File: src/ddil_pkg.sv
// constants shared by the dual converter input latch front end
package ddil_pkg;
  localparam int unsigned DATA_W        = 14;
  localparam int unsigned BUF_DEPTH     = 2;
  localparam int unsigned CLK_PERIOD_NS = 50;
  localparam int unsigned PWRDN_NS      = 50;
  localparam int unsigned PWRUP_NS      = 5000;
  // longest time rounds down, at least one cycle
  localparam int unsigned PWRDN_CYC =
    (PWRDN_NS / CLK_PERIOD_NS) < 1 ? 1 : (PWRDN_NS / CLK_PERIOD_NS);
  // least time rounds up
  localparam int unsigned PWRUP_CYC = (PWRUP_NS + CLK_PERIOD_NS - 1) / CLK_PERIOD_NS;
  localparam int unsigned PWR_CNT_W = 8;
  localparam logic [DATA_W-1:0]    DATA_RST    = 14'h0000;
  localparam logic [PWR_CNT_W-1:0] PWR_CNT_RST = 8'h00;
  localparam logic                 MODE_DUAL   = 1'b1;
endpackage

File: src/ddil_buf.sv
// two-entry word buffer with valid and ready on both sides
module ddil_buf
  import ddil_pkg::*;
#(
  parameter int unsigned W = DATA_W
) (
  input  wire logic         i_ref_clk,
  input  wire logic         i_rst_n,
  input  wire logic [W-1:0] i_data,
  input  wire logic         i_valid,
  output logic              o_ready,
  output logic      [W-1:0] o_data,
  output logic              o_valid,
  input  wire logic         i_ready
);
  typedef struct packed {
    logic [1:0][W-1:0] mem;
    logic              wr;
    logic              rd;
    logic [1:0]        cnt;
  } ddil_buf_st_t;

  ddil_buf_st_t s;
  ddil_buf_st_t next_s;
  logic         push;
  logic         pop;

  assign o_ready = (s.cnt != 2'h2);
  assign o_valid = (s.cnt != 2'h0);
  assign o_data  = s.mem[s.rd];
  assign push    = i_valid & o_ready;
  assign pop     = o_valid & i_ready;

  // pointers wrap at two entries; count gives honest full and empty
  always_comb begin
    next_s = s;
    if (push) begin
      next_s.mem[s.wr] = i_data;
      next_s.wr        = ~s.wr;
    end
    if (pop) begin
      next_s.rd = ~s.rd;
    end
    case ({push, pop})
      2'b10:   next_s.cnt = s.cnt + 2'h1;
      2'b01:   next_s.cnt = s.cnt - 2'h1;
      default: next_s.cnt = s.cnt;
    endcase
  end

  always_ff @(posedge i_ref_clk or negedge i_rst_n) begin
    if (!i_rst_n) begin
      s <= '0;
    end else begin
      s <= next_s;
    end
  end
endmodule

File: src/ddil_rise.sv
// rising edge detector for one synchronous control input
module ddil_rise
  import ddil_pkg::*;
(
  input  wire logic i_ref_clk,
  input  wire logic i_rst_n,
  input  wire logic i_level,
  output logic      o_rise
);
  typedef struct packed {
    logic prev;
  } ddil_rise_st_t;

  ddil_rise_st_t s;
  ddil_rise_st_t next_s;

  // previous level held so a high level gives one pulse only
  always_comb begin
    next_s      = s;
    next_s.prev = i_level;
  end

  always_ff @(posedge i_ref_clk or negedge i_rst_n) begin
    if (!i_rst_n) begin
      s <= '0;
    end else begin
      s <= next_s;
    end
  end

  assign o_rise = i_level & ~s.prev;
endmodule

File: src/ddil_top.sv
// dual converter input latch front end: dual-port and interleaved modes
module ddil_top
  import ddil_pkg::*;
(
  input  wire logic              i_ref_clk,
  input  wire logic              i_rst_n,
  input  wire logic              i_mode,
  input  wire logic [DATA_W-1:0] i_data_a,
  input  wire logic [DATA_W-1:0] i_data_b,
  input  wire logic              i_chan_a_write_strobe,
  input  wire logic              i_chan_b_write_strobe,
  input  wire logic              i_chan_a_update_clock,
  input  wire logic              i_chan_b_update_clock,
  input  wire logic              i_sleep,
  input  wire logic              i_latch_ready,
  output logic                   o_write_ready_a,
  output logic                   o_write_ready_b,
  output logic      [DATA_W-1:0] o_input_latch_a,
  output logic      [DATA_W-1:0] o_input_latch_b,
  output logic      [DATA_W-1:0] o_dac_code_a,
  output logic      [DATA_W-1:0] o_dac_code_b,
  output logic      [DATA_W-1:0] o_dac_comp_a,
  output logic      [DATA_W-1:0] o_dac_comp_b,
  output logic                   o_current_on,
  output logic                   o_output_valid,
  output logic                   o_phase_locked
);
  typedef struct packed {
    logic [DATA_W-1:0]    in_a;
    logic [DATA_W-1:0]    in_b;
    logic [DATA_W-1:0]    conv_a;
    logic [DATA_W-1:0]    conv_b;
    logic                 sync_held;
    logic                 phase_known;
    logic                 phase;
    logic                 last_ld;
    logic                 down;
    logic [PWR_CNT_W-1:0] wake_cnt;
  } ddil_st_t;

  ddil_st_t          s;
  ddil_st_t          next_s;
  logic              rise_wa;
  logic              rise_wb;
  logic              rise_ca;
  logic              rise_cb;
  logic              dual;
  logic              sel;
  logic              sync_rst;
  logic              push_a;
  logic              push_b;
  logic [DATA_W-1:0] word_b;
  logic              valid_a;
  logic              valid_b;
  logic [DATA_W-1:0] buf_a;
  logic [DATA_W-1:0] buf_b;
  logic              ld_a;
  logic              ld_b;
  logic              ld_both;

  // one edge detector per control pin
  ddil_rise u_rise_wa (
    .i_ref_clk (i_ref_clk),
    .i_rst_n   (i_rst_n),
    .i_level   (i_chan_a_write_strobe),
    .o_rise    (rise_wa)
  );
  ddil_rise u_rise_wb (
    .i_ref_clk (i_ref_clk),
    .i_rst_n   (i_rst_n),
    .i_level   (i_chan_b_write_strobe),
    .o_rise    (rise_wb)
  );
  ddil_rise u_rise_ca (
    .i_ref_clk (i_ref_clk),
    .i_rst_n   (i_rst_n),
    .i_level   (i_chan_a_update_clock),
    .o_rise    (rise_ca)
  );
  ddil_rise u_rise_cb (
    .i_ref_clk (i_ref_clk),
    .i_rst_n   (i_rst_n),
    .i_level   (i_chan_b_update_clock),
    .o_rise    (rise_cb)
  );

  // pin roles depend on mode
  assign dual     = (i_mode == MODE_DUAL);
  assign sel      = i_chan_b_write_strobe;
  assign sync_rst = i_chan_b_update_clock;

  // steering of written words into the two channels
  assign push_a = dual ? rise_wa : (rise_wa & sel);
  assign push_b = dual ? rise_wb : (rise_wa & ~sel);
  assign word_b = dual ? i_data_b : i_data_a;

  // buffers hold up to two words while the latch side stalls; a word written to a full buffer is lost
  ddil_buf #(.W(DATA_W)) u_buf_a (
    .i_ref_clk (i_ref_clk),
    .i_rst_n   (i_rst_n),
    .i_data    (i_data_a),
    .i_valid   (push_a),
    .o_ready   (o_write_ready_a),
    .o_data    (buf_a),
    .o_valid   (valid_a),
    .i_ready   (i_latch_ready)
  );
  ddil_buf #(.W(DATA_W)) u_buf_b (
    .i_ref_clk (i_ref_clk),
    .i_rst_n   (i_rst_n),
    .i_data    (word_b),
    .i_valid   (push_b),
    .o_ready   (o_write_ready_b),
    .o_data    (buf_b),
    .o_valid   (valid_b),
    .i_ready   (i_latch_ready)
  );

  // converter latch load strobes
  always_comb begin
    ld_both = 1'b0;
    if (!dual && !sync_rst && rise_ca) begin
      ld_both = s.sync_held | ~s.phase;
    end
    ld_a = dual ? rise_ca : ld_both;
    ld_b = dual ? rise_cb : ld_both;
  end

  // whole next state; converter takes the input latch as it stands,
  // so a clock before or with the strobe moves the older word
  always_comb begin
    next_s = s;
    if (valid_a && i_latch_ready) begin
      next_s.in_a = buf_a;
    end
    if (valid_b && i_latch_ready) begin
      next_s.in_b = buf_b;
    end
    if (ld_a) begin
      next_s.conv_a = s.in_a;
    end
    if (ld_b) begin
      next_s.conv_b = s.in_b;
    end
    // divider: phase is free-running until first sync reset
    if (!dual) begin
      if (sync_rst) begin
        next_s.sync_held = 1'b1;
      end else if (rise_ca) begin
        // shadow of this edge's load, kept apart from the phase bit
        next_s.last_ld = ld_both;
        if (s.sync_held) begin
          next_s.sync_held   = 1'b0;
          next_s.phase_known = 1'b1;
          next_s.phase       = 1'b1;
        end else begin
          next_s.phase = ~s.phase;
        end
      end
    end
    // sleep: down next edge, wake counter then output valid
    next_s.down = i_sleep;
    if (i_sleep) begin
      next_s.wake_cnt = PWR_CNT_W'(PWRUP_CYC);
    end else if (s.wake_cnt != PWR_CNT_RST) begin
      next_s.wake_cnt = s.wake_cnt - 8'h01;
    end
  end

  always_ff @(posedge i_ref_clk or negedge i_rst_n) begin
    if (!i_rst_n) begin
      s <= '{in_a: DATA_RST, in_b: DATA_RST, conv_a: DATA_RST, conv_b: DATA_RST,
             sync_held: 1'b0, phase_known: 1'b0, phase: 1'b0, last_ld: 1'b0, down: 1'b0,
             wake_cnt: PWR_CNT_RST};
    end else begin
      s <= next_s;
    end
  end

  // straight binary code and its complement for the two outputs
  assign o_input_latch_a = s.in_a;
  assign o_input_latch_b = s.in_b;
  assign o_dac_code_a    = s.conv_a;
  assign o_dac_code_b    = s.conv_b;
  assign o_dac_comp_a    = ~s.conv_a;
  assign o_dac_comp_b    = ~s.conv_b;
  assign o_current_on    = ~s.down;
  assign o_output_valid  = ~s.down & (s.wake_cnt == PWR_CNT_RST);
  assign o_phase_locked  = s.phase_known;
endmodule

File: config.mk
export PLATFORM = sky130hd
export DESIGN_NAME = ddil_top
export DESIGN_NICKNAME = d
export VERILOG_FILES = /design/src/ddil_pkg.sv /design/src/ddil_buf.sv /design/src/ddil_rise.sv /design/src/ddil_top.sv
export SDC_FILE = /design/constraint.sdc
export NUM_CORES = 1
export LEC_CHECK = 0
export ABC_CLOCK_PERIOD_IN_PS = 1850
export BUFFER_PORTS_ARGS = -buffer_cell sky130_fd_sc_hd__buf_2
export CAP_MARGIN = 15
export CORE_UTILIZATION = 40
export DETAILED_ROUTE_END_ITERATION = 10
export PLACE_DENSITY = 0.65
export SYNTH_ARGS = -nofsm -noshare
export SYNTH_HDL_FRONTEND = slang
export SYNTH_SLANG_ARGS = --single-unit
File: constraint.sdc
create_clock -name i_ref_clk -period 1.85 [get_ports i_ref_clk]
set_clock_uncertainty 0.15 [all_clocks]
set_input_delay 0.37 -clock i_ref_clk [delete_from_list [all_inputs] [get_ports i_ref_clk]]
set_output_delay 0.37 -clock i_ref_clk [all_outputs]
set_load 0.005 [all_outputs]
* Yosys cells after proc, flatten, opt, wreduce, memory -nomap -nowiden
Index checks and enable logic that the tools add are counted.
Word-level totals: register bits 137, bits of input ports 37, output and inout port bits 89, logic and storage cells 111
Operators by class: add/subtract/negate cells 5, magnitude comparators 6, equal/unequal tests 6, mux-type cells 24, bitwise operators 27, reduce and logical (&&, ||, !) cells 19
Operator list (count):
- $mux W14 | 7
- $bwmux W28 | 2
- $demux W14 S1 | 2
- $not A14 Y14 | 2
- $mux W8 | 2
- $not A1 Y1 | 13
- $reduce_bool A2 Y1 | 6
- $and A1 B1 Y1 | 11
- $logic_not A8 Y1 | 1
- $lt A1 B2 Y1 const B | 4
- $mux W1 | 8
- $pmux W2 S2 | 2
- $reduce_bool A8 Y1 | 1
- $sub A8 B1 Y8 const B | 1
- $logic_and A1 B1 Y1 | 6
- $add A2 B1 Y2 const B | 2
- $eq A2 B1 Y1 const B | 2
- $eq A2 B2 Y1 const B | 2
- $mux W4 | 1
- $ne A2 B2 Y1 const B | 2
- $reduce_and A4 Y1 | 1
- $sub A2 B1 Y2 const B | 2
- $reduce_and A3 Y1 | 1
- $ge A1 B1 Y1 const B | 2
- 3 further kinds | 4

* Depth between registers and ports, before layout
Gate-level depths: netlist of run 1.
depth after elaboration 7, gate-level depth with buffers 7, mapped depth without buffers 6

* By module
From an unflattened synthesis of run 1, not the netlist that was laid out.
Unflattened totals: cell total of the unflattened synthesis 481, area total of the unflattened synthesis 6590.1 sq um
Modules (own cells, without submodules):
- ddil_top | times used 1, cells an instance 287, area each 3379.5 sq um, sequential area each 1701.6 sq um
- ddil_buf at u_buf_a | times used 1, cells an instance 93, area each 1530.2 sq um, sequential area each 800.8 sq um
- ddil_buf at u_buf_b | times used 1, cells an instance 93, area each 1525.2 sq um, sequential area each 800.8 sq um
- ddil_rise | times used 4, cells an instance 2, area each 38.8 sq um, sequential area each 25.0 sq um

* Least setup slack after synthesis of run 1
Ideal clock, no wire load.
path type input port to flip-flop, start input i_mode, end register s, in the netlist o_dac_code_b[10], setup time 0.125 ns, data arrival time 1.612 ns, data required time 1.575 ns, setup slack -0.037 ns, cell stages on the path 5, path buffers 1, cells stage by stage or4b_4 a21oi_2 a31oi_2 buf_6 mux2_4
On the way: cells in the longest elaborated chain, start to end 5
RTL lines:
- from (decl) | line ddil_top.sv:7 | input wire logic i_mode,
- $logic_not A1 Y1
- $logic_and A1 B1 Y1 (2 in series) | line ddil_top.sv:122 | if (!dual && !sync_rst && rise_ca) begin
- $mux W1 | line ddil_top.sv:122
- $mux W1 * | line ddil_top.sv:126 | ld_b = dual ? rise_cb : ld_both;
- to (signal assigned) | line ddil_top.sv:172 | s <= '{in_a: DATA_RST, in_b: DATA_RST, conv_a: DATA_RST, conv_b: DATA_RST,
- to (signal assigned) | line ddil_top.sv:176 | s <= next_s;
- to (decl) | line ddil_top.sv:41 | ddil_st_t s;
Every way passes the cells marked *; elsewhere a longest branch is shown, timed or not. A chain may end at the register's enable or synchronous reset.

* Worst setup path after layout of run 1
start register s[0] in the netlist's numbering, end output o_output_valid
On the way: cells in the longest elaborated chain, start to end 2
RTL lines:
- $logic_not A8 Y1 | line ddil_top.sv:188 | assign o_output_valid = ~s.down & (s.wake_cnt == PWR_CNT_RST);
- $and A1 B1 Y1 | line ddil_top.sv:188
- to (decl) | line ddil_top.sv:25 | output logic o_output_valid,
No other way between the ends.

==> results by group, run 1 <==
Layout
  • Sequential Area: ~3400 sq um
  • Filler cells: approximately 1,300
  • Area used by multi-input combinational logic: between 2000 and 2500 sq um
  • Layout cells sized above 1: 0.3918
  • Layout Nets: just under 700
  • Final core occ: 0.5065
  • Layout Cells excl Fill: 850
  • Synthesis-to-layout area growth: 24.39%

Worst setup path
  • Critical path arrival: about 1.5 ns
  • Kind of critical path: flip-flop to output pin
  • Crit Path Max Fanout: 2
  • R2R setup slack: -0.04 ns
  • Worst Setup End Kind: output pin
  • Critical-path cell list: inv_2 > ha_4 > nor3b_4 > nand2_2 > nor2_1 > buf_2
  • R2R depth: 4
  • Worst path max stage delay: ~0.39 ns
  • RR Startpoint: u_rise_ca.s
  • CP max stage cell: dfrtp_1
  • Worst r2r dst: o_dac_code_b[4]
  • CP Data Required Time: 1.33 ns
  • Crit start category: flip-flop

STA
  • Fin crit share: 1.105
  • Hold slack: 0.02472 ns
  • Min cycle time layout: between 2 and 2.5 ns
  • Fmax: 0.4890 GHz
  • Worst-Margin Slew: roughly 0.7 ns
  • Setup TNS: -0.6398 ns
  • RSZ-0062 raised after global routing: true
  • Fin. Hold Viols: 0
  • Endpoints failing setup: 15
  • Pins Over Slew Limit: 0
  • Final worst slack: -0.1949 ns
  • Worst slew margin: 0.5369

Routing
  • Antenna Nets Post-Route: 0
  • Vias: 4,068
  • Drt total wl: roughly 12,000 um
  • # DRC: 0
  • Drt pass-1 iters: 4
  • Routed length per instance: 14.28 um
  • DRT iter0 DRCs: between 100 and 150
  • Vias/cell: 4.786

Floorplan
  • Die Width: 126.2 um
  • Core Box Area: approximately 15,000 sq um
  • Die H: between 100 and 150 um
  • Row cnt: 45
  • Initial Util: 0.4072
  • Die area: between 15,000 and 20,000 sq um
  • Number of I/O pins: ~130

Global route
  • Total GRT Usage: 0.1605
  • Antenna violations before repair: 1
  • First-pass GRT wire length: about 20,000 um
  • Largest net degree at the start of global routing: 45
  • Number of global-route vias before repair: 4,010
  • Gr ovfl total: 0

Logic synthesis
  • Library cells used by synthesis: 39
  • Gate Count Post-Synth: 540
  • Synthesized area: 6167 sq um
  • Post-synth top area cell: dfrtp_1
  • Seq/Total Area, Yosys: 0.5518
  • Syn Nets: a little under 600
  • YS warnings: 0
  • Syn avg cell area: between 10 and 15 sq um
  • Yosys reg bits: 136
  • Synth top area cells: dfrtp_1 (55%), buf_4 (6.8%), mux2i_1 (6.8%)
  • Post-synth top area share: 0.5518

Placement
  • IO Port Bufs: around 130
  • Dpl hpwl: about 8600 um
  • Post-Place Cells: 800
  • GPL Wtd Cong: 0.7804

Clock tree
  • TritonCTS Buffers: 17
  • CTS tree: yes
  • Htree depth: 4
  • Clock sinks: approximately 140
  • Clk slew on worst S/H paths: 0.06 ns
  • Worst skew pair latency: a little over 0.4 ns
  • Clock root cell: clkbuf_16
  • Max clock buf depth: 2

Power and ir drop
  • P per Cell Area: 1632 nW/um^2
  • Worst VDD drop: 0.8185 mV
  • Pwr Total: approximately 0.013 W
  • Total leakage power: 3.808 nW

Status
  • Failing checks: negative setup slack
  • Outcome: complete, but fails checks

Worst hold path
  • WHS Endpoint: u_rise_ca.s
  • Hold path startpoint: i_chan_a_update_clock
  • HP Class: primary input to flip-flop
  • Hold Crit Depth: 2

Job
  • Max_cap viols: 0
## flip-flops by register name, indices dropped and copies added, names as in the netlist, 11 cells and up
signal           count
u_buf_a.s           32
u_buf_b.s           32
o_dac_code_a        14
o_dac_code_b        14
o_input_latch_a     14
o_input_latch_b     14
s                   11
## cells in the mapped netlist (all sizes together)
cell       n
nor4b      1
nor4       2
xnor2      9
ha         4
nor3b      1
nand4      1
mux2      56
nor2      26
a211oi     1
nand2     48
or2        1
dfrtp    136
a21oi     22
clkbuf    10
a21o       1
o21ai     48
or3        1
xor2       2
a31oi      2
nand2b     4
and3b      1
o2111ai    1
nor3       3
o211a      1
o21bai     1
o211ai     1
a211o      2
mux2i     42
buf       69
or4b       1
inv       42
## stage by stage
step / instance area, sq um / setup slack, ns
finish: 7671 / -0.1949
detailed placement: 6814 / -0.1905
CTS: 7660 / -0.2076
floorplan: 6190 / -0.02690
global placement: 6814 / -0.1582
global route: 7669 / -0.2844
## how the worst max path moves through the flow
stage / startpoint / to / slack (ns) / cells past startpoint
after floorplan: i_mode / o_dac_code_b[10] / -0.03 / 5
after global placement: i_mode / o_dac_code_b[7] / -0.16 / 5
after detailed placement: i_mode / o_dac_code_b[11] / -0.19 / 5
after CTS: s[1] / o_output_valid / -0.21 / 6
after global routing: s[0] / o_output_valid / -0.28 / 6
final: s[0] / o_output_valid / -0.19 / 6
## timing repair
action,CTS,global route
pin swaps,3,6
buffers inserted,18,2
hold endpoints to repair,42,0
hold buffers,2,0
gates resized for setup,11,7
setup endpoints to repair,15,22
## cells by family after synthesis
family | after synthesis | share of synthesized area
adders and majority gates | 4 | 0.008116
xor gates and xnor gates | 11 | 0.01562
buffers and inverters | 121 | 0.1120
DFF | 136 | 0.5518
muxes | 98 | 0.1765
and+or+nand+nor | 90 | 0.06289
AOI/OAI and AO/OA | 80 | 0.07304
## power breakdown
group          internal [W]  switching [W]
Sequential          0.00432       0.000842
Combinational       0.00210        0.00169
Clock               0.00237        0.00119
## cell usage in the layout, fill, tap and decap left out, types with 8 or more instances in the layout
| master | count |
|---|---|
| buf_2 | 124 |
| mux2i_1 | 42 |
| mux2_4 | 10 |
| mux2_2 | 33 |
| o21ai_0 | 42 |
| nand2_1 | 45 |
| inv_1 | 40 |
| clkbuf_16 | 17 |
| mux2_1 | 13 |
| xnor2_1 | 8 |
| a21oi_1 | 20 |
| buf_4 | 34 |
| dfrtp_1 | 136 |
| nor2_1 | 26 |
## area by class of cell
type / instances / share of cell area
antenna: 1 / 0.0003262
clock buffer: 26 / 0.06899
clock inverter: 6 / 0.01419
inverter: 42 / 0.02055
multi-input combinational: 283 / 0.2851
sequential: 136 / 0.4436
tap: 188 / 0.03066
timing repair buffer: 168 / 0.1365
## routing by layer
| metal | global-route usage | vias up | part of all wire |
|---|---|---|---|
| li1 | - | 1961 | - |
| met3 | 0.04928 | 18 | 0.053 |
| met4 | 0.07229 | 0 | 0.020 |
| met5 | 0 | - | 0 |
| met2 | 0.2678 | 99 | 0.49 |
| met1 | 0.1904 | 1990 | 0.43 |
## critical path, delay by kind of cell (launching register included)
family | cells | cell delay [ns]
adder cells (fa/ha/maj) | 1 | 0.14
buffers and inverters | 2 | 0.20
flip-flops | 1 | 0.39
AND/OR/NAND/NOR | 3 | 0.38
Power figures use the tool's default switching activity.
==> run 2: changes to the inputs <==
CORE_UTILIZATION = 50   (was 40)
PLACE_DENSITY = 0.78   (was 0.65)
==> run 2 against run 1 <==
Effect of this change: the run still ends with negative setup slack left; critical path depth did not move; combinational power rose by 1%; die area is 20% lower; non-clock buffer count fell by 3; via count grew 0.42%; worst hold slack hardly changed; global-route usage grew 5.8 points; first-iteration DRC count grew 48%.
==> results by group, run 2 (synthesis results as in run 1) <==
STA
  • Final worst slack: -0.1797 ns (+0.01518 ns)
  • Fmax: 0.4927 GHz (+0.75%)
  • Pins Over Slew Limit: 0 (unchanged)
  • Min cycle time layout: 2.030 ns (-0.01518 ns)
  • Worst slew margin: 0.6626 (+0.1256)
  • Fin. Hold Viols: 0 (unchanged)
  • Worst-Margin Slew: 0.5062 ns (-0.1884 ns)
  • Fin crit share: 1.097 (-0.008207)
  • Endpoints failing setup: 8 (-7)
  • RSZ-0062 raised after global routing: true

Worst setup path
  • Worst Setup End Kind: output pin
  • CP max stage cell: dfrtp_1
  • RR Startpoint: u_rise_ca.s
  • Top Family by Delay on Critical Path: flip-flops
  • CP Data Required Time: 1.33 ns (about the same)
  • Crit Path Max Fanout: 2 (unchanged)
  • Critical path arrival: 1.51 ns (about the same)
  • CP bufs+invs: 2 (unchanged)
  • Kind of critical path: flip-flop to output pin
  • Critical Path Source: s[1]
  • Crit start category: flip-flop
  • Worst path max stage delay: 0.39 ns (about the same)
  • Critical-path cell list: inv_2 > ha_4 > nor3b_4 > nand2_1 > nor2_1 > buf_2

Clock tree
  • Clock root cell: clkbuf_16
  • Clk slew on worst S/H paths: 0.05 ns (about the same)
  • Htree depth: 4 (unchanged)
  • TritonCTS Buffers: 17 (unchanged)
  • Worst skew pair latency: 0.42 ns (about the same)
  • CTS tree: yes
  • Clock sinks: 136 (unchanged)
  • Max clock buf depth: 2 (unchanged)

Layout
  • Layout Cells excl Fill: 807 (-5.1%)
  • Filler cells: 949 (-29%)
  • Sequential Area: 3403 sq um (unchanged)
  • Largest registers: u_buf_a.s: 32 flops, u_buf_b.s: 32 flops
  • Area used by multi-input combinational logic: 2163 sq um (-1.1%)
  • Layout Nets: 687 (-0.29%)
  • Most frequent cells in the layout: dfrtp_1 (136), buf_2 (124), nand2_1 (48)
  • Commonest non-fill, non-tap cell in the layout: dfrtp_1
  • Layout cells sized above 1: 0.3778 (-0.01399)
  • Synthesis-to-layout area growth: 22.91%

Routing
  • DRT iter0 DRCs: 182 (+48%)
  • Vias: 4,085 (+0.42%)
  • Vias/cell: 5.062 (+5.8%)
  • Drt pass-1 iters: 5 (+1)
  • Drt total wl: 12,880 um (+6.1%)
  • # DRC: 0 (unchanged)
  • Antenna Nets Post-Route: 0 (unchanged)
  • Routed length per instance: 15.96 um (+12%)

Global route
  • First-pass GRT wire length: 21,160 um (+7.6%)
  • Antenna violations before repair: 1 (unchanged)
  • Total GRT Usage: 0.2189 (+0.05838)
  • Number of global-route vias before repair: 4,276 (+6.6%)
  • Gr ovfl total: 0 (unchanged)
  • Largest net degree at the start of global routing: 40 (-11%)

Floorplan
  • Die H: 113.1 um (-10%)
  • Core Box Area: 12,010 sq um (-21%)
  • Die Width: 113.1 um (-10%)
  • Die area: 12,780 sq um (-20%)
  • Number of I/O pins: 126 (unchanged)
  • Row cnt: 40 (-11%)
  • Initial Util: 0.5134 (+0.1063)

Worst hold path
  • Hold path startpoint: i_chan_a_update_clock
  • HP Class: primary input to flip-flop

Power and ir drop
  • Worst VDD drop: 1.022 mV (+25%)
  • Pwr Total: 0.01277 W (+2.0%)
  • Total leakage power: 3.791 nW (-0.44%)
  • P per Cell Area: 1685 nW/um^2 (+3.3%)

Placement
  • GPL Wtd Cong: 0.7969 (+2.1%)
  • Dpl hpwl: 8615 um (about the same)
  • Post-Place Cells: 760 (-5.0%)
  • IO Port Bufs: 125 (unchanged)

Status
  • Failing checks: negative setup slack
  • Outcome: complete, but fails checks

Job
  • Max_cap viols: 0 (unchanged)
## run 2: cell types whose count changed in the layout (fill, tap and decap cells not counted), sizes merged
cell and change:
a31oi +1, buf -3, bufinv +2, clkbuf -2
## run 2: routing by layer
layer | up-vias | GRT usage | share of wire
met1 | 1996 | 0.2587 | 0.41
li1 | 1967 | - | -
met5 | - | 0 | 0
met3 | 21 | 0.07392 | 0.052
met4 | 0 | 0.07719 | 0.019
met2 | 101 | 0.3730 | 0.52
## run 2: through the flow
stage / hold WS [ns] / setup WS (ns) / cell area, sq um / setup TNS, ns / utilization
final: 0.02456 / -0.1797 / 7580 / -0.4297 / 0.6310
after global routing: 0.01863 / -0.2689 / 7577 / -1.014 / 0.6308
after CTS: 0.01606 / -0.1915 / 7562 / -0.5730 / 0.6296
after detailed placement: 0.1578 / -0.2072 / 6758 / -2.914 / 0.5626
after global placement: 0.1466 / -0.1671 / 6758 / -2.287 / 0.5626
after floorplan: -0.07559 / -0.02690 / 6190 / -0.2690 / -
## run 2: layout make-up
type,count,area share
antenna,1,0.0003301
clock inverter,8,0.02179
clock buffer,24,0.06487
multi-input combinational,284,0.2854
inverter,42,0.02080
sequential,136,0.4490
timing repair buffer,165,0.1335
tap,147,0.02427
## run 2: repair_timing
item	4_1_cts	5_1_grt
gates resized for setup	7	2
endpoints found under the hold margin	36	0
hold buffers	2	0
pin swaps	4	1
endpoints found under the setup margin	15	16
setup buffers	11	0
gates cloned	1	0
## run 2: final timing paths
kind                                     to  slack [ns]  cells after the start
max in group asynchronous     u_buf_a.s[17]        0.70                      3
hold / removal                  u_rise_ca.s        0.02                      2
setup / recovery             o_output_valid       -0.18                      6
setup reg to reg           o_dac_code_b[11]       -0.04                      4
hold reg to reg               u_buf_b.s[18]        0.33                      2
min in group asynchronous  o_dac_code_a[12]        0.29                      2
## run 2: power breakdown
part	leakage (nW)	switching (W)	internal [W]	total, W
Clock	0.324	0.00120	0.00253	0.00373
Combinational	1.83	0.00176	0.00207	0.00384
Sequential	1.64	0.000886	0.00432	0.00521
